==> config.mk <==
export PLATFORM = sky130hd
export DESIGN_NAME = gex_top
export DESIGN_NICKNAME = d
export VERILOG_FILES = /design/src/core/gex_pkg.sv /design/src/core/gex_top.sv
export SDC_FILE = /design/constraint.sdc
export NUM_CORES = 1
export LEC_CHECK = 0
export BUFFER_PORTS_ARGS = -buffer_cell sky130_fd_sc_hd__buf_4
export CORE_MARGIN = 2
export CORE_UTILIZATION = 35
export CTS_CLUSTER_SIZE = 10
export DETAILED_ROUTE_END_ITERATION = 10
export GPL_TIMING_DRIVEN = 0
export MAX_ROUTING_LAYER = met4
export SLEW_MARGIN = 5
export SYNTH_ARGS = -nofsm -noshare
export SYNTH_HDL_FRONTEND = slang
export SYNTH_SLANG_ARGS = --single-unit
export TNS_END_PERCENT = 100
==> constraint.sdc <==
create_clock -name ref_clk -period 9.1 [get_ports ref_clk]
set_input_delay 0 -clock ref_clk [delete_from_list [all_inputs] [get_ports ref_clk]]
set_output_delay 0 -clock ref_clk [all_outputs]
set_load 0.03 [all_outputs]
==> src/core/gex_pkg.sv <==
package gex_pkg;

  localparam logic [2:0] CMD_IN_P0   = 3'h0;
  localparam logic [2:0] CMD_IN_P1   = 3'h1;
  localparam logic [2:0] CMD_OUT_P0  = 3'h2;
  localparam logic [2:0] CMD_OUT_P1  = 3'h3;
  localparam logic [2:0] CMD_INV_P0  = 3'h4;
  localparam logic [2:0] CMD_INV_P1  = 3'h5;
  localparam logic [2:0] CMD_DIR_P0  = 3'h6;
  localparam logic [2:0] CMD_DIR_P1  = 3'h7;

  localparam logic [7:0] RST_OUT     = 8'hff;
  localparam logic [7:0] RST_INV     = 8'h00;
  localparam logic [7:0] RST_DIR     = 8'hff;

  // Upper five bits of the slave address; value is arbitrary
  localparam logic [4:0] ADDR_FIXED  = 5'h1a;

  localparam int         SYNC_STAGES = 2;

  typedef enum logic [2:0] {
    GEX_IDLE  = 3'b000,
    GEX_ADDR  = 3'b001,
    GEX_AACK  = 3'b011,
    GEX_WRX   = 3'b010,
    GEX_WACK  = 3'b110,
    GEX_TX    = 3'b111,
    GEX_TACK  = 3'b101,
    GEX_SKIP  = 3'b100
  } gex_state_t;

  typedef struct packed {
    logic [7:0] p1;
    logic [7:0] p0;
  } gex_pair_t;

endpackage : gex_pkg

==> src/core/gex_top.sv <==
module gex_top (
  input  wire logic        ref_clk,
  input  wire logic        sys_rst,
  input  wire logic        reset_n,
  input  wire logic        addr_strap_lo,
  input  wire logic        addr_strap_hi,
  input  wire logic        scl_in,
  input  wire logic        sda_in,
  output logic             sda_out,
  output logic             sda_oe,
  input  wire logic [15:0] pin_in,
  output logic      [15:0] pin_out,
  output logic      [15:0] pin_oe,
  output logic      [15:0] high_side_driver,
  output logic      [15:0] low_side_driver,
  output logic             int_out,
  output logic             int_oe
);

  ////////////////////////////////////////////////////////////////////////////
  // Synchronisers
  logic [1:0]  scl_s_r, sda_s_r, rstn_s_r, a0_s_r, a1_s_r;
  logic [15:0] pin_s1_r, pin_s2_r;
  logic        scl_d_r, sda_d_r;

  always_ff @(posedge ref_clk or posedge sys_rst) begin
    if (sys_rst) begin
      scl_s_r  <= 2'h3;
      sda_s_r  <= 2'h3;
      rstn_s_r <= 2'h0;
      a0_s_r   <= 2'h0;
      a1_s_r   <= 2'h0;
      pin_s1_r <= 16'h0000;
      pin_s2_r <= 16'h0000;
      scl_d_r  <= 1'b1;
      sda_d_r  <= 1'b1;
    end else begin
      scl_s_r  <= {scl_s_r[0], scl_in};
      sda_s_r  <= {sda_s_r[0], sda_in};
      rstn_s_r <= {rstn_s_r[0], reset_n};
      a0_s_r   <= {a0_s_r[0], addr_strap_lo};
      a1_s_r   <= {a1_s_r[0], addr_strap_hi};
      pin_s1_r <= pin_in;
      pin_s2_r <= pin_s1_r;
      scl_d_r  <= scl_s_r[1];
      sda_d_r  <= sda_s_r[1];
    end
  end

  logic scl, sda, scl_rise, scl_fall, start_det, stop_det, soft_rst;
  assign scl       = scl_s_r[1];
  assign sda       = sda_s_r[1];
  assign scl_rise  = scl & ~scl_d_r;
  assign scl_fall  = ~scl & scl_d_r;
  assign start_det = scl & scl_d_r & sda_d_r & ~sda;
  assign stop_det  = scl & scl_d_r & ~sda_d_r & sda;
  assign soft_rst  = ~rstn_s_r[1];

  ////////////////////////////////////////////////////////////////////////////
  // Bus state machine
  gex_pkg::gex_state_t state_r;
  logic [7:0] shift_r;
  logic [3:0] bit_cnt_r;
  logic [2:0] ptr_r;
  logic       rw_r, cmd_seen_r, sda_oe_r, nack_r;
  gex_pkg::gex_pair_t out_r, inv_r, dir_r, in_cap_r;

  logic [15:0] pin_val;
  assign pin_val = pin_s2_r ^ {inv_r.p1, inv_r.p0};

  function automatic logic [7:0] reg_read(input logic [2:0] p);
    unique case (p)
      gex_pkg::CMD_IN_P0:  reg_read = pin_val[7:0];
      gex_pkg::CMD_IN_P1:  reg_read = pin_val[15:8];
      gex_pkg::CMD_OUT_P0: reg_read = out_r.p0;
      gex_pkg::CMD_OUT_P1: reg_read = out_r.p1;
      gex_pkg::CMD_INV_P0: reg_read = inv_r.p0;
      gex_pkg::CMD_INV_P1: reg_read = inv_r.p1;
      gex_pkg::CMD_DIR_P0: reg_read = dir_r.p0;
      gex_pkg::CMD_DIR_P1: reg_read = dir_r.p1;
    endcase
  endfunction

  logic addr_match;
  assign addr_match = (shift_r[7:3] == gex_pkg::ADDR_FIXED) &&
                      (shift_r[2:1] == {a1_s_r[1], a0_s_r[1]});

  // Write strobe, one cycle, on the falling edge ending a data byte's acknowledge
  logic       wr_stb;
  logic [7:0] wr_data;
  logic       rd_p0_stb, rd_p1_stb;

  // Byte at the pointer and at its pair partner, for the transmit path
  logic [7:0] rd_cur_byte;
  logic [7:0] rd_alt_byte;
  always_comb begin
    rd_cur_byte = reg_read(ptr_r);
    rd_alt_byte = reg_read({ptr_r[2:1], ~ptr_r[0]});
  end

  always_ff @(posedge ref_clk or posedge sys_rst) begin
    if (sys_rst) begin
      state_r    <= gex_pkg::GEX_IDLE;
      shift_r    <= 8'h00;
      bit_cnt_r  <= 4'h0;
      ptr_r      <= 3'h0;
      rw_r       <= 1'b0;
      cmd_seen_r <= 1'b0;
      sda_oe_r   <= 1'b0;
      nack_r     <= 1'b0;
    end else if (soft_rst || stop_det) begin
      state_r    <= gex_pkg::GEX_IDLE;
      bit_cnt_r  <= 4'h0;
      sda_oe_r   <= 1'b0;
      cmd_seen_r <= 1'b0;
      if (soft_rst) begin
        ptr_r <= 3'h0;
      end
    end else if (start_det) begin
      state_r    <= gex_pkg::GEX_ADDR;
      bit_cnt_r  <= 4'h0;
      sda_oe_r   <= 1'b0;
      cmd_seen_r <= 1'b0;
    end else begin
      if (scl_rise) begin
        if (state_r == gex_pkg::GEX_ADDR || state_r == gex_pkg::GEX_WRX) begin
          shift_r   <= {shift_r[6:0], sda};
          bit_cnt_r <= bit_cnt_r + 4'h1;
        end
        if (state_r == gex_pkg::GEX_TACK) begin
          nack_r <= sda;
        end
      end
      if (scl_fall) begin
        unique case (state_r)
          gex_pkg::GEX_ADDR: begin
            if (bit_cnt_r == 4'h8) begin
              if (addr_match) begin
                rw_r     <= shift_r[0];
                state_r  <= gex_pkg::GEX_AACK;
                sda_oe_r <= 1'b1;
              end else begin
                state_r  <= gex_pkg::GEX_SKIP;
              end
            end
          end
          gex_pkg::GEX_WRX: begin
            if (bit_cnt_r == 4'h8) begin
              state_r  <= gex_pkg::GEX_WACK;
              sda_oe_r <= 1'b1;
              if (!cmd_seen_r) begin
                ptr_r <= shift_r[2:0];
              end
            end
          end
          gex_pkg::GEX_AACK, gex_pkg::GEX_WACK: begin
            bit_cnt_r <= 4'h0;
            // The command byte's own acknowledge neither stores nor toggles
            if (state_r == gex_pkg::GEX_WACK) begin
              cmd_seen_r <= 1'b1;
              if (cmd_seen_r) begin
                ptr_r <= {ptr_r[2:1], ~ptr_r[0]};
              end
            end
            if (state_r == gex_pkg::GEX_AACK && rw_r) begin
              state_r  <= gex_pkg::GEX_TX;
              shift_r  <= {rd_cur_byte[6:0], 1'b0};
              sda_oe_r <= ~rd_cur_byte[7];
            end else begin
              state_r  <= gex_pkg::GEX_WRX;
              sda_oe_r <= 1'b0;
            end
          end
          gex_pkg::GEX_TX: begin
            bit_cnt_r <= bit_cnt_r + 4'h1;
            if (bit_cnt_r == 4'h7) begin
              state_r  <= gex_pkg::GEX_TACK;
              sda_oe_r <= 1'b0;
            end else begin
              sda_oe_r <= ~shift_r[7];
              shift_r  <= {shift_r[6:0], 1'b0};
            end
          end
          gex_pkg::GEX_TACK: begin
            bit_cnt_r <= 4'h0;
            if (nack_r) begin
              state_r <= gex_pkg::GEX_SKIP;
            end else begin
              state_r  <= gex_pkg::GEX_TX;
              shift_r  <= {rd_alt_byte[6:0], 1'b0};
              sda_oe_r <= ~rd_alt_byte[7];
              ptr_r    <= {ptr_r[2:1], ~ptr_r[0]};
            end
          end
          gex_pkg::GEX_IDLE, gex_pkg::GEX_SKIP: begin
          end
        endcase
      end
    end
  end

  assign wr_stb  = scl_fall && state_r == gex_pkg::GEX_WACK && cmd_seen_r &&
                   !soft_rst && !stop_det && !start_det;
  assign wr_data = shift_r;
  // a read byte is loaded at the acknowledge falling edge; input port read
  assign rd_p0_stb = scl_fall && !soft_rst && !stop_det && !start_det &&
                     ((state_r == gex_pkg::GEX_AACK && rw_r) ||
                      (state_r == gex_pkg::GEX_TACK && !nack_r)) &&
                     (((state_r == gex_pkg::GEX_AACK) ? ptr_r
                       : {ptr_r[2:1], ~ptr_r[0]}) == gex_pkg::CMD_IN_P0);
  assign rd_p1_stb = scl_fall && !soft_rst && !stop_det && !start_det &&
                     ((state_r == gex_pkg::GEX_AACK && rw_r) ||
                      (state_r == gex_pkg::GEX_TACK && !nack_r)) &&
                     (((state_r == gex_pkg::GEX_AACK) ? ptr_r
                       : {ptr_r[2:1], ~ptr_r[0]}) == gex_pkg::CMD_IN_P1);

  ////////////////////////////////////////////////////////////////////////////
  // Register file
  always_ff @(posedge ref_clk or posedge sys_rst) begin
    if (sys_rst) begin
      out_r <= {gex_pkg::RST_OUT, gex_pkg::RST_OUT};
      inv_r <= {gex_pkg::RST_INV, gex_pkg::RST_INV};
      dir_r <= {gex_pkg::RST_DIR, gex_pkg::RST_DIR};
    end else if (soft_rst) begin
      out_r <= {gex_pkg::RST_OUT, gex_pkg::RST_OUT};
      inv_r <= {gex_pkg::RST_INV, gex_pkg::RST_INV};
      dir_r <= {gex_pkg::RST_DIR, gex_pkg::RST_DIR};
    end else if (wr_stb) begin
      unique case (ptr_r) // input port writes fall to no register
        gex_pkg::CMD_OUT_P0: out_r.p0 <= wr_data;
        gex_pkg::CMD_OUT_P1: out_r.p1 <= wr_data;
        gex_pkg::CMD_INV_P0: inv_r.p0 <= wr_data;
        gex_pkg::CMD_INV_P1: inv_r.p1 <= wr_data;
        gex_pkg::CMD_DIR_P0: dir_r.p0 <= wr_data;
        gex_pkg::CMD_DIR_P1: dir_r.p1 <= wr_data;
        gex_pkg::CMD_IN_P0, gex_pkg::CMD_IN_P1: begin
        end
      endcase
    end
  end

  ////////////////////////////////////////////////////////////////////////////
  // Interrupt: captured value per port, re-armed by that port's read
  logic       cap_init_r;
  logic [1:0] chg;
  logic [15:0] in_mask;
  assign in_mask = {dir_r.p1, dir_r.p0};
  assign chg[0]  = |((pin_val[7:0] ^ in_cap_r.p0) & in_mask[7:0]);
  assign chg[1]  = |((pin_val[15:8] ^ in_cap_r.p1) & in_mask[15:8]);

  always_ff @(posedge ref_clk or posedge sys_rst) begin
    if (sys_rst) begin
      in_cap_r   <= 16'h0000;
      cap_init_r <= 1'b0;
    end else if (soft_rst || !cap_init_r) begin
      in_cap_r   <= pin_val;
      cap_init_r <= ~soft_rst;
    end else begin
      if (rd_p0_stb) begin
        in_cap_r.p0 <= pin_val[7:0];
      end
      if (rd_p1_stb) begin
        in_cap_r.p1 <= pin_val[15:8];
      end
    end
  end

  ////////////////////////////////////////////////////////////////////////////
  // Output registers
  always_ff @(posedge ref_clk or posedge sys_rst) begin
    if (sys_rst) begin
      sda_out          <= 1'b0;
      sda_oe           <= 1'b0;
      pin_out          <= 16'h0000;
      pin_oe           <= 16'h0000;
      high_side_driver <= 16'h0000;
      low_side_driver  <= 16'h0000;
      int_out          <= 1'b0;
      int_oe           <= 1'b0;
    end else begin
      sda_out          <= 1'b0;
      sda_oe           <= sda_oe_r;
      pin_out          <= {out_r.p1, out_r.p0};
      pin_oe           <= ~in_mask;
      high_side_driver <= ~in_mask & {out_r.p1, out_r.p0};
      low_side_driver  <= ~in_mask & ~{out_r.p1, out_r.p0};
      int_out          <= 1'b0;
      int_oe           <= cap_init_r && !soft_rst && (|chg);
    end
  end

endmodule // gex_top

; ---- Yosys cells after proc, flatten, opt, wreduce, memory -nomap -nowiden
; Cells that the tools add are included.
[word_totals]
regBits = 197
input_bits = 23
[op_classes]
addsub = 1
eq_ne = 47
mux = 66
bitwise_logic = 27
reduce_logical = 54
[ops]
columns = cell, count
row1 = $pmux W8 S8, 2
row2 = $mux W16, 7
row3 = $mux W8, 14
row4 = $mux W3, 14
row5 = $eq A3 B3 Y1 const B, 11
row6 = $and A16 B16 Y16, 2
row7 = $not A16 Y16, 2
row8 = $pmux W8 S3, 1
row9 = $mux W4, 5
row10 = $eq A3 B2 Y1 const B, 6
row11 = $mux W1, 18
row12 = $ne A2 B1 Y1 const B, 9
row13 = $and A8 B8 Y8, 2
row14 = $logic_and A1 B1 Y1, 16
row15 = $reduce_or A16 Y1, 1
row16 = $xor A16 B16 Y16, 1
row17 = $xor A8 B8 Y8, 2
row18 = $pmux W3 S5, 1
row19 = $reduce_and A2 Y1, 7
row20 = $eq A3 B1 Y1 const B, 4
row21 = $ne A3 B3 Y1 const B, 4
row22 = $ne A4 B4 Y1 const B, 3
row23 = $reduce_and A6 Y1, 2
row24 = $not A1 Y1, 11
row25 = other kinds (27), 50

; ---- Logic depth before layout (Yosys ltp)
[logic_depth]
ltp_word = 10
ltp_mapped = 8
mapped_depth_nobuf = 7

; ---- Least setup slack after synthesis
; No wires, ideal clock.
[synth_path]
path_type = reg2reg
from = register scl_d_r
to = register in_cap_r[0] (netlist bit)
setup_time_ns = 0.125
t_arrival_ns = 1.795
t_required_ns = 8.975
path_slack_ns = 7.180
path_stages_with_launch = 5
n_path_buf = 0
period_less_slack_ns = 1.920
cell_sequence = dfstp_2 -> nand2b_1 -> or3_1 -> o311ai_4 -> mux2_2
[synth_between]
elab_chain_len = 9
word_cells_on_any_way = 14
[synth_lines]
columns = element, line
row1 = start: declaration, gex_top.sv:24  ; logic scl_d_r, sda_d_r;
row2 = start signal: assignment, gex_top.sv:45  ; scl_d_r <= scl_s_r[1];
row3 = $and A1 B1 Y1, "gex_top.sv:55, gex_top.sv:56"
row4 = $and A1 B1 Y1 (2 in series), gex_top.sv:56  ; assign stop_det = scl & scl_d_r & ~sda_d_r & sda;
row5 = $logic_not A1 Y1, gex_top.sv:206  ; assign rd_p0_stb = scl_fall && !soft_rst && !stop_det && !start_det &&
row6 = $logic_and A1 B1 Y1, gex_top.sv:206
row7 = $logic_and A1 B1 Y1 (*) (2 in series), gex_top.sv:206
row8 = $logic_and A1 B1 Y1 (*), gex_top.sv:208  ; (state_r == gex_pkg::GEX_TACK && !nack_r)) &&
row9 = $reduce_bool A2 Y1 (no source line) (*), --
row10 = end signal: assignment, gex_top.sv:256  ; in_cap_r <= pin_val;
row11 = end: declaration, gex_top.sv:66  ; gex_pkg::gex_pair_t out_r, inv_r, dir_r, in_cap_r;
; Mark *: on every way between the ends. The rest lies on a longest branch, timed or not.
; A chain may end at the register's enable or synchronous reset.

; ---- Final worst setup path
[layout_path]
from = register ptr_r[1]
to = register shift_r[3]
[layout_between]
elab_chain_len = 5
word_cells_on_any_way = 22
[layout_lines]
columns = element, line
row1 = start: declaration, gex_top.sv:64  ; logic [2:0] ptr_r;
row2 = start signal: assignment, gex_top.sv:152  ; ptr_r <= shift_r[2:0];
row3 = start signal: assignment, gex_top.sv:162  ; ptr_r <= {ptr_r[2:1], ~ptr_r[0]};
row4 = start signal: assignment, gex_top.sv:192  ; ptr_r <= {ptr_r[2:1], ~ptr_r[0]};
row5 = "$eq A3 B3 Y1, or another cell as far along", gex_top.sv:72  ; unique case (p)
row6 = $pmux W8 S8, gex_top.sv:72
row7 = "$mux W8, on equally long branches", "gex_top.sv:186, gex_top.sv:165"
row8 = $pmux W8 S3 (*), gex_top.sv:135  ; unique case (state_r)
row9 = $mux W8 (*), gex_top.sv:134  ; if (scl_fall) begin
row10 = end signal: assignment, gex_top.sv:127  ; shift_r <= {shift_r[6:0], sda};
row11 = end signal: assignment, gex_top.sv:181  ; shift_r <= {shift_r[6:0], 1'b0};
row12 = end signal: assignment, gex_top.sv:190  ; shift_r <= {rd_alt_byte[6:0], 1'b0};
row13 = end: declaration, gex_top.sv:62  ; logic [7:0] shift_r;
; Marks and branches as above.

==> metrics.cfg <==
[run_status]
status=finished clean

[placed_design]
hpwl_um=19100
gp_routability_congestion=0.962
pre_cts_ws_ns=6.52
postPlaceCellArea_um2=9990
place.port_buffers=88
dp_cells=1198

[sta]
worst_hold_slack_ns=0.153
finClkSkew_ns=0.0159
slew_viol_final=0
fmax_mhz=382
fin_setup_tns_ns=0
slew-limit-headroom=0.419
fin_crit_sh=0.288
hold_violations=0
rsz0062_at_grt=no
layout_setup_ws_ns=6.48
setup_viol=0
period_needed_ns=2.62
worst_pin_slew_ns=0.871

[routing]
drt_pass1_iterations=5
vias=6633
viasPerCell=5.30
wl_per_cell_um=21.2
drtIter0Drc=690
ant_nets=0
drt_wl_total_um=26500
drc=0

[worst_setup_path]
cp_data_required_time_ns=9.39
worstPathMaxFanout=10
r2r_start=ptr_r[1]$_DFFE_PP0P_
crit_arrival_ns=2.90
crit_start=ptr_r[1]$_DFFE_PP0P_
critPathCaptureType=register
worstSetupPathType=register to register
start_kind=register

[yosys]
syn_area_um2=8880
synth-edff-count=0
netlist_instances=778
syn_area_per_cell_um2=11.4
async_reset_ff_frac=1.00
ys_seq_elements=197
ys_types=77
ys_warn_count=0
synth_seq_area_share=0.560
synth_flop_cell=dfrtp_1

[power_and_ir_drop]
max-vdd-ir-drop_v=0.000104
power.total_mw=1.98
p_leak_nw=4.75
powerDensity_nw_per_um2=182

[global_routing]
grt_pass1_vias=6388
overflow=0
grt_max_degree=125
track_usage=0.215
antenna_found_initial=0
grt_pass1_wl_um=41300

[die]
core_um2=25000
num_io_pins=91
initial_core_util=0.355
die_w_um=163
num_rows=58
die_height_um=163
dieArea_um2=26700

[clock_network]
cts_tree=built
clock_sinks=197
root_buffer=clkbuf_16
numCtsBuffers=17
clk_pin_slew_ns=0.09
insertion_delay_ns=0.45
htreeDepth=4
post-cts-setup-buffers=0
clk_path_buf_depth=2

[final_layout]
fin_util=0.434
final_common_cell=dfrtp_1
antenna_cells=0
final_area_um2=10900
layout-drive-gt1-share=0.240
syn_to_final_growth_pct=22.4
final_cell_mix=dfrtp_1, buf_4, nand2_1, nor2_1, mux2i_1
final_cells=1252
layout.nets=934

[min_path]
holdCritPathClass=input port to async pin

[job]
cap_violations=0

timing repair:
action / in CTS / in global routing
endpoints found under the hold margin: 94 / 0
resized for setup: 0 / 0
hold buffers: 22 / 0
logic make-up (layout without fill, tap and decap cells):
family,count (synthesis),in the layout,synth area share
simple gates,220,220,0.128
flops,197,197,0.560
compound gates,156,156,0.129
buf+inv,84,227,0.0396
mux,74,74,0.0959
xor+xnor,43,43,0.0424
fa+ha+maj,3,3,0.00394
other cells,1,2,0.000422
critical path, stage by stage (launching register included):
cell and delay [ns]:
dfrtp_1 0.38, buf_2 0.29, buf_2 0.32, buf_2 0.32, clkbuf_1 0.50, a221oi_1 0.13, a21oi_1 0.35, o221ai_1 0.18
cells in the mapped netlist (16+ instances only):
cell	number	area share
a21oi_1	23	0.013
xor2_1	24	0.024
mux2i_1	48	0.054
o211ai_1	20	0.017
clkbuf_1	27	0.011
xnor2_1	19	0.019
buf_2	16	0.0090
nor2_1	51	0.022
o21ai_0	24	0.014
dfrtp_1	159	0.45
inv_1	33	0.014
dfstp_2	38	0.11
nor2b_1	24	0.017
mux2_2	18	0.023
nand2_1	68	0.029
path summary, 6_finish.rpt:
path,endpoint,slack [ns],cells after the start
setup / recovery,shift_r[3]$_DFFE_PP0P_,6.48,7
hold / removal,pin_s1_r[4]$_DFF_PP0_,0.15,3
setup reg to reg,shift_r[3]$_DFFE_PP0P_,6.48,7
hold reg to reg,a1_s_r[1]$_DFF_PP0_,0.35,0
max in group asynchronous,shift_r[5]$_DFFE_PP0P_,7.98,4
min in group ref_clk,pin_s1_r[4]$_DFF_PP0_,0.18,2
flip-flops by register name, summed over array words and instances (netlist names), 3 cells and up:
| name | flops |
|---|---|
| out_r | 16 |
| low_side_driver | 16 |
| in_cap_r | 16 |
| shift_r | 8 |
| high_side_driver | 16 |
| pin_s1_r | 16 |
| pin_oe | 16 |
| inv_r | 16 |
| state_r | 3 |
| bit_cnt_r | 4 |
| ptr_r | 3 |
| pin_s2_r | 16 |
| dir_r | 16 |
| pin_out | 16 |
cell type report:
type                       count  area (µm²)
fill                        2377       14200
sequential                   197        4980
multi-input combinational    498        3560
timing repair buffer         111         908
clock buffer                  17         425
tap                          330         413
clock inverter                15         228
buffer                        50         224
inverter                      34         135
layer usage:
| layer | part of all wire | GRT usage | vias up | routed length, µm |
|---|---|---|---|---|
| met2 | 0.46 | 0.313 | 262 | 12100 |
| li1 | - | - | 3026 | - |
| met5 | 0 | - | - | 0 |
| met1 | 0.46 | 0.307 | 3316 | 12300 |
| met3 | 0.057 | 0.0274 | 29 | 1510 |
| met4 | 0.022 | 0.0764 | 0 | 590 |
power by group:
group | leakage, nW | switching, mW | internal, mW
logic | 2.05 | 0.159 | 0.0828
registers | 2.39 | 0.0209 | 0.902
clock network | 0.312 | 0.424 | 0.390
total | 4.75 | 0.604 | 1.38
Power figures use the tool's default switching activity.
